File: src/mtpc_pkg.sv
package mtpc_pkg;
    // register byte addresses
    localparam logic [11:0] TXCTL_OFS = 12'h108;
    localparam logic [11:0] FLOW_OFS  = 12'h10C;
    localparam logic [11:0] SEED_OFS  = 12'h110;
    localparam logic [11:0] ISTS_OFS  = 12'h1F0;
    localparam logic [11:0] IMSK_OFS  = 12'h1F4;

    // field positions
    localparam int TRANSMITTER_ENABLE_BIT  = 0;
    localparam int TXD_BIT   = 1;
    localparam int CORRUPT_CHECKSUM_ENABLE_BIT  = 2;
    localparam int FPF_BIT   = 28;
    localparam int RXFC_BIT  = 29;
    localparam int TXFC_BIT  = 30;
    localparam int FORCE_BIT = 31;

    // interrupt status / mask layout
    localparam int IRQ_W     = 3;
    localparam int IRQ_TXD   = 0;
    localparam int IRQ_PSENT = 1;
    localparam int IRQ_PRCV  = 2;

    // reset values
    localparam logic [15:0] PTIME_RST = 16'h0000;
    localparam logic [15:0] SEED_RST  = 16'h9876;

    // one slot is 512 bit times; the nibble-wide line moves 4 bits per 40 ns clock
    localparam int SLOT_BITS     = 512;
    localparam int BITS_PER_CLK  = 4;
    localparam int SLOT_CYCLES   = SLOT_BITS / BITS_PER_CLK;
    localparam logic [6:0] SLOT_LAST = 7'(SLOT_CYCLES - 1);

    // receive fifo used space is counted in 512-byte blocks
    localparam int USED_SHIFT = 9;

    // back-off
    localparam logic [3:0]  BO_LIMIT    = 4'hA;
    localparam logic [4:0]  ATTEMPT_MAX = 5'h10;
    localparam logic [9:0]  BO_FULL     = 10'h3FF;

    typedef enum logic [1:0] {
        MT_IDLE  = 2'b00,
        MT_DATA  = 2'b01,
        MT_PAUSE = 2'b10
    } mtpc_state_t;
endpackage : mtpc_pkg

File: src/mtpc_top.sv
// The strobed register port is this design's own decision.
`timescale 1ns/10ps
// Summary of operation
// - while the corrupt checksum bit is set every data frame sent gets a bad frame check sequence.
// - frames leave the buffer only while the transmitter enable bit is set.
// - clearing enable mid-frame lets that frame finish before the transmitter stops.
// - the disabled flag sets when a one-to-zero disable sequence completes; a write of one clears it.
// - with pause decode enabled a valid pause frame holds data transmission for quanta times slot time or up to one slot less.
// - with pause decode disabled no frame is decoded as control and no new pause is loaded; a hold already running counts out.
// - writing one to the manual pause request sends one pause frame, then the bit clears itself.
// - with auto pause enabled, used space over 512 at or above the on threshold sends a pause.
// - after that, used space over 512 at or below the off threshold sends a zero-time pause.
// - pause generation and reaction act only in full duplex.
// - the forward bit sinks received pause frames at zero and passes them on at one.
// - the 16-bit pause time value, reset to zero, fills manual and on-threshold pause frames.
// - the 16-bit seed, reset to 9876h, initialises the back-off shift register.
module mtpc_top
    import mtpc_pkg::*;
(
    input  wire logic        CLK_I,
    input  wire logic        RESET_N_I,
    input  wire logic [11:0] REG_ADDR_I,
    input  wire logic [31:0] REG_WDATA_I,
    input  wire logic        REG_WR_I,
    input  wire logic        REG_RD_I,
    output logic      [31:0] REG_RDATA_O,
    input  wire logic        FULL_DUPLEX_I,
    input  wire logic        TXQ_VALID_I,
    input  wire logic        FRAME_DONE_I,
    input  wire logic        COLLISION_I,
    input  wire logic [15:0] RX_USED_I,
    input  wire logic [7:0]  FC_ON_THR_I,
    input  wire logic [7:0]  FC_OFF_THR_I,
    input  wire logic        RX_PAUSE_VALID_I,
    input  wire logic [15:0] RX_PAUSE_QUANTA_I,
    output logic             TXQ_START_O,
    output logic             BAD_FCS_O,
    output logic             PAUSE_SEND_O,
    output logic      [15:0] PAUSE_TIME_O,
    output logic             PAUSE_HOLD_O,
    output logic             RX_CTRL_DECODE_O,
    output logic             RX_PAUSE_FORWARD_O,
    output logic             IRQ_O
);
    mtpc_state_t       state_q, state_d;
    logic              transmitter_enable_q, transmitter_enable_d, corrupt_checksum_enable_q, corrupt_checksum_enable_d, txd_q, txd_d, dis_q, dis_d;
    logic              force_q, force_d, txfc_q, txfc_d, rxfc_q, rxfc_d, fpf_q, fpf_d;
    logic [15:0]       ptime_q, ptime_d, seed_q, seed_d, ptx_q, ptx_d;
    logic [IRQ_W-1:0]  ists_q, ists_d, imsk_q, imsk_d, ev;
    logic [31:0]       rdata_q, rdata_d;
    logic              start_q, start_d, psend_q, psend_d, bad_q, bad_d;
    logic              dec_q, dec_d, fwd_q, fwd_d, irq_q, irq_d;
    logic              hi_q, hi_d, apend_q, apend_d, azero_q, azero_d, pman_q, pman_d;
    logic [4:0]        attempt_q, attempt_d;
    logic              collide;
    logic [15:0]       lfsr_q, lfsr_d, quanta_q, quanta_d;
    logic [6:0]        tick_q, tick_d;
    logic [9:0]        bo_q, bo_d;
    logic              hold_q, hold_d;
    logic              wr_tx, wr_flow, wr_seed, slot_end, pause_load;
    logic [15:0]       used_blk;
    logic [3:0]        bo_exp;

    assign wr_tx      = REG_WR_I && REG_ADDR_I == TXCTL_OFS;
    assign wr_flow    = REG_WR_I && REG_ADDR_I == FLOW_OFS;
    assign wr_seed    = REG_WR_I && REG_ADDR_I == SEED_OFS;
    assign used_blk   = RX_USED_I >> USED_SHIFT;
    assign slot_end   = tick_q == 7'h00;
    // decode only while enabled and in full duplex
    assign pause_load = RX_PAUSE_VALID_I && rxfc_q && FULL_DUPLEX_I;

    // ---------------- registers, frame sequencing, flow control ----------------
    always_comb
    begin
        state_d   = state_q;
        transmitter_enable_d    = transmitter_enable_q;
        corrupt_checksum_enable_d    = corrupt_checksum_enable_q;
        txd_d     = txd_q;
        dis_d     = dis_q;
        force_d   = force_q;
        txfc_d    = txfc_q;
        rxfc_d    = rxfc_q;
        fpf_d     = fpf_q;
        ptime_d   = ptime_q;
        seed_d    = seed_q;
        imsk_d    = imsk_q;
        ists_d    = ists_q;
        ptx_d     = ptx_q;
        bad_d     = bad_q;
        hi_d      = hi_q;
        apend_d   = apend_q;
        azero_d   = azero_q;
        pman_d    = pman_q;
        attempt_d = attempt_q;
        rdata_d   = 32'h0000_0000;
        start_d   = 1'b0;
        psend_d   = 1'b0;
        collide   = 1'b0;
        ev        = '0;

        if (wr_tx)
        begin
            transmitter_enable_d = REG_WDATA_I[TRANSMITTER_ENABLE_BIT];
            corrupt_checksum_enable_d = REG_WDATA_I[CORRUPT_CHECKSUM_ENABLE_BIT];
            // a one-to-zero change starts the disabling sequence
            dis_d  = (transmitter_enable_q || dis_q) && !REG_WDATA_I[TRANSMITTER_ENABLE_BIT];
            if (REG_WDATA_I[TXD_BIT])
                txd_d = 1'b0;
        end
        if (wr_flow)
        begin
            txfc_d  = REG_WDATA_I[TXFC_BIT];
            rxfc_d  = REG_WDATA_I[RXFC_BIT];
            fpf_d   = REG_WDATA_I[FPF_BIT];
            ptime_d = REG_WDATA_I[15:0];
        end
        if (wr_seed)
            seed_d = REG_WDATA_I[15:0];
        if (REG_WR_I && REG_ADDR_I == IMSK_OFS)
            imsk_d = REG_WDATA_I[IRQ_W-1:0];

        if (REG_RD_I)
        begin
            case (REG_ADDR_I)
                TXCTL_OFS: rdata_d = {29'h0, corrupt_checksum_enable_q, txd_q, transmitter_enable_q};
                FLOW_OFS:  rdata_d = {force_q, txfc_q, rxfc_q, fpf_q, 12'h000, ptime_q};
                SEED_OFS:  rdata_d = {16'h0000, seed_q};
                ISTS_OFS:
                begin
                    rdata_d = {29'h0, ists_q};
                    ists_d  = '0;
                end
                IMSK_OFS:  rdata_d = {29'h0, imsk_q};
                default:   rdata_d = 32'h0000_0000;
            endcase
        end

        case (state_q)
            MT_IDLE:
            begin
                // pause frames go ahead of data and ignore a received hold
                if (transmitter_enable_q && FULL_DUPLEX_I && (force_q || apend_q))
                begin
                    psend_d = 1'b1;
                    pman_d  = force_q;
                    // manual and on-threshold frames carry the programmed time
                    ptx_d   = (!force_q && azero_q) ? 16'h0000 : ptime_q;
                    if (!force_q)
                        apend_d = 1'b0;
                    state_d = MT_PAUSE;
                end
                else if (transmitter_enable_q && TXQ_VALID_I && !hold_q && bo_q == 10'h000)
                begin
                    start_d = 1'b1;
                    bad_d   = corrupt_checksum_enable_q;
                    state_d = MT_DATA;
                end
                else if (dis_q && !transmitter_enable_q)
                begin
                    dis_d      = 1'b0;
                    txd_d      = 1'b1;
                    ev[IRQ_TXD] = 1'b1;
                end
            end
            MT_DATA:
            begin
                // enable is not looked at here: the frame in flight runs until done or a half-duplex collision
                if (COLLISION_I && !FULL_DUPLEX_I)
                begin
                    collide   = 1'b1;
                    attempt_d = (attempt_q == ATTEMPT_MAX - 5'h01) ? 5'h00 : attempt_q + 5'h01;
                    state_d   = MT_IDLE;
                end
                else if (FRAME_DONE_I)
                begin
                    attempt_d = 5'h00;
                    state_d   = MT_IDLE;
                end
            end
            MT_PAUSE:
            begin
                if (FRAME_DONE_I)
                begin
                    if (pman_q)
                        force_d = 1'b0;
                    ev[IRQ_PSENT] = 1'b1;
                    state_d = MT_IDLE;
                end
            end
            default: state_d = MT_IDLE;
        endcase

        // a new request in the clearing cycle survives
        if (wr_flow && REG_WDATA_I[FORCE_BIT])
            force_d = 1'b1;

        if (txfc_q && FULL_DUPLEX_I)
        begin
            if (!hi_q && used_blk >= {8'h00, FC_ON_THR_I})
            begin
                hi_d    = 1'b1;
                apend_d = 1'b1;
                azero_d = 1'b0;
            end
            else if (hi_q && used_blk <= {8'h00, FC_OFF_THR_I})
            begin
                hi_d    = 1'b0;
                apend_d = 1'b1;
                azero_d = 1'b1;
            end
        end

        ev[IRQ_PRCV] = pause_load;
        // events win over a read clear in the same cycle
        ists_d = ists_d | ev;
        irq_d  = |(ists_d & imsk_d);
        dec_d  = rxfc_q && FULL_DUPLEX_I;
        fwd_d  = fpf_q;
    end

    always_ff @(posedge CLK_I)
    begin
        if (!RESET_N_I)
        begin
            state_q   <= MT_IDLE;
            transmitter_enable_q    <= 1'b0;
            corrupt_checksum_enable_q    <= 1'b0;
            txd_q     <= 1'b0;
            dis_q     <= 1'b0;
            force_q   <= 1'b0;
            txfc_q    <= 1'b0;
            rxfc_q    <= 1'b0;
            fpf_q     <= 1'b0;
            ptime_q   <= PTIME_RST;
            seed_q    <= SEED_RST;
            imsk_q    <= '0;
            ists_q    <= '0;
            ptx_q     <= 16'h0000;
            bad_q     <= 1'b0;
            hi_q      <= 1'b0;
            apend_q   <= 1'b0;
            azero_q   <= 1'b0;
            pman_q    <= 1'b0;
            attempt_q <= 5'h00;
            rdata_q   <= 32'h0000_0000;
            start_q   <= 1'b0;
            psend_q   <= 1'b0;
            dec_q     <= 1'b0;
            fwd_q     <= 1'b0;
            irq_q     <= 1'b0;
        end
        else
        begin
            state_q   <= state_d;
            transmitter_enable_q    <= transmitter_enable_d;
            corrupt_checksum_enable_q    <= corrupt_checksum_enable_d;
            txd_q     <= txd_d;
            dis_q     <= dis_d;
            force_q   <= force_d;
            txfc_q    <= txfc_d;
            rxfc_q    <= rxfc_d;
            fpf_q     <= fpf_d;
            ptime_q   <= ptime_d;
            seed_q    <= seed_d;
            imsk_q    <= imsk_d;
            ists_q    <= ists_d;
            ptx_q     <= ptx_d;
            bad_q     <= bad_d;
            hi_q      <= hi_d;
            apend_q   <= apend_d;
            azero_q   <= azero_d;
            pman_q    <= pman_d;
            attempt_q <= attempt_d;
            rdata_q   <= rdata_d;
            start_q   <= start_d;
            psend_q   <= psend_d;
            dec_q     <= dec_d;
            fwd_q     <= fwd_d;
            irq_q     <= irq_d;
        end
    end

    // ---------------- slot timing, pause hold, back-off ----------------
    // one free-running slot tick serves both timers, so a wait may come up
    // to one slot short; cheaper than a phase counter per timer
    always_comb
    begin
        tick_d   = slot_end ? SLOT_LAST : tick_q - 7'h01;
        lfsr_d   = wr_seed ? REG_WDATA_I[15:0]
                           : {lfsr_q[14:0], lfsr_q[15] ^ lfsr_q[13] ^ lfsr_q[12] ^ lfsr_q[10]};
        quanta_d = quanta_q;
        bo_d     = bo_q;
        bo_exp   = (attempt_q >= {1'b0, BO_LIMIT} - 5'h01) ? BO_LIMIT : 4'(attempt_q + 5'h01);
        if (!FULL_DUPLEX_I)
            quanta_d = 16'h0000;
        else if (pause_load)
            quanta_d = RX_PAUSE_QUANTA_I;
        else if (slot_end && quanta_q != 16'h0000)
            quanta_d = quanta_q - 16'h0001;
        if (collide)
            bo_d = lfsr_q[9:0] & (BO_FULL >> (BO_LIMIT - bo_exp));
        else if (slot_end && bo_q != 10'h000)
            bo_d = bo_q - 10'h001;
        hold_d = quanta_d != 16'h0000;
    end

    always_ff @(posedge CLK_I)
    begin
        if (!RESET_N_I)
        begin
            tick_q   <= SLOT_LAST;
            lfsr_q   <= SEED_RST;
            quanta_q <= 16'h0000;
            bo_q     <= 10'h000;
            hold_q   <= 1'b0;
        end
        else
        begin
            tick_q   <= tick_d;
            lfsr_q   <= lfsr_d;
            quanta_q <= quanta_d;
            bo_q     <= bo_d;
            hold_q   <= hold_d;
        end
    end

    assign REG_RDATA_O        = rdata_q;
    assign TXQ_START_O        = start_q;
    assign BAD_FCS_O          = bad_q;
    assign PAUSE_SEND_O       = psend_q;
    assign PAUSE_TIME_O       = ptx_q;
    assign PAUSE_HOLD_O       = hold_q;
    assign RX_CTRL_DECODE_O   = dec_q;
    assign RX_PAUSE_FORWARD_O = fwd_q;
    assign IRQ_O              = irq_q;
endmodule : mtpc_top

File: config.mk
export PLATFORM = sky130hd
export DESIGN_NAME = mtpc_top
export DESIGN_NICKNAME = d
export VERILOG_FILES = /design/src/mtpc_pkg.sv /design/src/mtpc_top.sv
export SDC_FILE = /design/constraint.sdc
export NUM_CORES = 1
export LEC_CHECK = 0
export BUFFER_PORTS_ARGS = -buffer_cell sky130_fd_sc_hd__buf_2
export CAP_MARGIN = 20
export CORE_MARGIN = 1
export CORE_UTILIZATION = 45
export CTS_CLUSTER_DIAMETER = 30
export CTS_CLUSTER_SIZE = 30
export DETAILED_ROUTE_END_ITERATION = 8
export PLACE_DENSITY = 0.69
export SLEW_MARGIN = 20
export SYNTH_ARGS = -nofsm -noshare
export SYNTH_HDL_FRONTEND = slang
export SYNTH_SLANG_ARGS = --single-unit
File: constraint.sdc
create_clock -name CLK_I -period 6.65 [get_ports CLK_I]
set_input_delay 0.3325 -clock CLK_I [delete_from_list [all_inputs] [get_ports CLK_I]]
set_output_delay 0.3325 -clock CLK_I [all_outputs]
set_load 0.02 [all_outputs]
==> results.sh <==
export IMPL_cts_path_max_buffers=2
export IMPL_power_density_mw_per_mm2=240
export IMPL_relSlewSlack_pct=30.1
export IMPL_initial_core_util_pct=46.4
export IMPL_syn_avg_cell_area_um2=8.41
export IMPL_crit_fanout=13
export IMPL_cap_violations=0
export IMPL_post_route_util_pct=55.0
export IMPL_num_io_pins=156
export IMPL_synth_edf_count=0
export IMPL_htreeDepth=4
export IMPL_vdd_drop_max_v=0.000181
export IMPL_first_pass_iters=4
export IMPL_ant_nets=0
export IMPL_fin_crit_ns=2.93
export IMPL_synth_area_mux_share_pct=2.09
export IMPL_synth_ff_type="dfxtp_1"
export IMPL_syn_area_mm2=0.00677
export IMPL_grt_pass1_wl_um=26400
export IMPL_ys_ff_latch=149
export IMPL_rsz0062_at_grt="false"
export IMPL_post_cts_buffers=0
export IMPL_synth_seq_area_share_pct=44.1
export IMPL_place_ws_ns=3.81
export IMPL_fin_tns_setup_ns=0
export IMPL_n_antenna_cell=0
export IMPL_synth_area_leaders="dfxtp_1, nand2_1, a21oi_1, ha_1, nor2_1"
export IMPL_drc=0
export IMPL_synth_xor_area_share_pct=2.46
export IMPL_cp_arrival_ns=3.23
export IMPL_drt_wl_total_um=16200
export IMPL_fp_dieW_um=125
export IMPL_clkSinkCount=149
export IMPL_setup_viol=0
export IMPL_synth_adder_area_share_pct=4.44
export IMPL_synth_top_family_by_area="simple AND/OR/NAND/NOR gates"
export IMPL_status="completed"
export IMPL_grt_max_degree=78
export IMPL_clock_root_buffer="clkbuf_16"
export IMPL_nets=1036
export IMPL_synth_compound_area_share_pct=18.4
export IMPL_netlist_area_leader_share_pct=44.1
export IMPL_grt_usage_pct=21.1
export IMPL_worst_pin_slew_ns=1.05
export IMPL_power_leakage_nw=3.49
export IMPL_cp_end_kind="flop"
export IMPL_wl_per_cell_um=14.6
export IMPL_first_iter_violations=432
export IMPL_holdCritPathClass="input pin to flop"
export IMPL_cts_tree="built"
export IMPL_maxSlewViolCount=0
export IMPL_fp_row_count=44
export IMPL_ys_async_sr_fraction_pct=0
export IMPL_core_area_mm2=0.0146
export IMPL_yosysTopAreaCell="dfxtp_1"
export IMPL_setup_slack_ns=3.72
export IMPL_viasPerCell=5.37
export IMPL_nFillCells=1353
export IMPL_path_clk_slew_ns=0.06
export IMPL_drive_gt1_share_pct=18.5
export IMPL_routabilityCongestion=0.871
export IMPL_die_area_mm2=0.0155
export IMPL_worst_ep_required_time_ns=6.95
export IMPL_grt_pass1_vias=5405
export IMPL_startpoint_type="flop"
export IMPL_syn_inst=805
export IMPL_overflow=0
export IMPL_clk_latency_ns=0.42
export IMPL_syn_to_final_growth_pct=18.6
export IMPL_die_h_um=125
export IMPL_yosysWarnings=0
export IMPL_antenna_found_initial=0
export IMPL_cts_resized=0
export IMPL_dp_hpwl_um=11400
export IMPL_clock_skew_ns=0.00920
export IMPL_hold_buffers=0
export IMPL_finalHoldViolCount=0
export IMPL_crit_type="flop to flop"
export IMPL_fin_crit_sh_pct=44.0
export IMPL_numCtsBuffers=17
export IMPL_yosysUniqueCellTypes=69
export IMPL_max_freq_mhz=342
export IMPL_dr_total_vias=5952
export IMPL_placement_io_buffers=122
export IMPL_synthSimpleGateAreaFrac_pct=23.1
==> path summary, 6_finish.rpt <==
| kind | endpoint | start | slack, ns | depth (start not counted) |
|---|---|---|---|---|
| worst max-delay path | PAUSE_HOLD_O$_SDFF_PN0_ | quanta_q[0]$_SDFF_PN0_ | 3.72 | 9 |
| worst max register to register | PAUSE_HOLD_O$_SDFF_PN0_ | quanta_q[0]$_SDFF_PN0_ | 3.72 | 9 |
| worst min-delay path | rxfc_q$_SDFFE_PN0P_ | REG_WDATA_I[29] | 0.15 | 3 |
| worst min register to register | tick_q[0]$_SDFF_PP1_ | tick_q[0]$_SDFF_PP1_ | 0.40 | 1 |
==> layer usage <==
metal | vias to the layer above | GRT usage (%) | routed length (um)
met3 | 17 | 4.73 | 813
met2 | 151 | 33.3 | 7390
met4 | 0 | 6.66 | 182
li1 | 3025 | - | -
met5 | - | 0 | 0
met1 | 2759 | 28.3 | 7780
==> flip-flops by register name, summed over array words and instances (netlist names), 2 cells and up <==
name,count
tick_q,7
ptime_q,16
imsk_q,3
lfsr_q,16
state_q,2
seed_q,16
ists_q,3
quanta_q,16
REG_RDATA_O,20
PAUSE_TIME_O,16
bo_q,10
attempt_q,5
==> cell type report <==
class | instances | area [um2] | area share [%]
flip-flops and latches | 149 | 2980 | 37.2
clock inverters | 9 | 93.8 | 1.17
inverters | 34 | 128 | 1.59
repair buffers | 126 | 641 | 7.98
well taps | 184 | 230 | 2.87
clock buffers | 23 | 488 | 6.08
multi-input cells | 583 | 3460 | 43.1
==> critical path, stage by stage (launching register included) <==
cell and delay, ns:
dfxtp_1 0.33, inv_1 0.10, ha_1 0.15, nor4b_1 0.35, nand4_1 0.53, a31oi_1 0.31
o21ai_0 0.13, a311oi_1 0.40, nand4_1 0.18, o31a_1 0.33
==> placed cells by master (no fill, tap or decap), drive strengths merged, types with 23 or more instances in the layout <==
master	netlist	final
clkbuf	30	23
dfxtp	149	149
a21oi	77	77
nor2	64	64
o21ai	26	26
nand2	133	133
ha	24	24
buf	20	126
inv	34	36
==> cells in the mapped netlist (3+ instances only) <==
cell and number:
and4_1 6, nor2_1 64, and2_1 15, nor4b_1 5, or3_1 10, and3_1 8
nor4_1 4, nor3b_1 3, nand2b_1 4, clkbuf_1 30, inv_1 34, xnor2_1 13
ha_1 24, dfxtp_1 149, xor2_1 6, o21a_1 4, a22oi_1 16, o31ai_1 5
o211ai_1 5, nand3_1 16, nand2_1 133, nor2b_1 5, a22o_1 16, mux2i_1 13
a221oi_1 3, buf_4 12, or4_1 6, nor3_1 16, a21oi_1 77, buf_2 7
o21ai_0 24, a211oi_1 3, nand4_1 13, a31oi_1 11
==> cell families (layout without fill, tap and decap cells) <==
| logic type | after synthesis | count (layout) |
|---|---|---|
| AOI/OAI and AO/OA | 192 | 192 |
| xor gates and xnor gates | 19 | 19 |
| adders and majority gates | 24 | 24 |
| other | 1 | 12 |
| DFF | 149 | 149 |
| muxes | 14 | 14 |
| buffers and inverters | 84 | 192 |
| and+or+nand+nor | 322 | 322 |
==> metrics by stage <==
step / hold slack (ns) / power, W / cells / instance area [um2]
6_report: 0.150 / 0.00193 / 1108 / 8030
5_1_grt: 0.142 / 0.00200 / 1108 / 8030
4_1_cts: 0.136 / 0.00194 / 1108 / 8030
3_5_place_dp: 0.394 / 0.00101 / 1076 / 7440
3_3_place_gp: 0.389 / 0.00101 / 1076 / 7440
2_1_floorplan: 0.377 / 0.000977 / 816 / 6810
==> report_power, final <==
group / internal [W] / switching [W] / leakage [nW]
sequential: 0.000901 / 0.00000474 / 1.21
clock: 0.000558 / 0.000377 / 0.280
combinational: 0.0000350 / 0.0000510 / 2.01
total: 0.00149 / 0.000433 / 3.49
No activity file was read; power rests on OpenSTA's default activity.
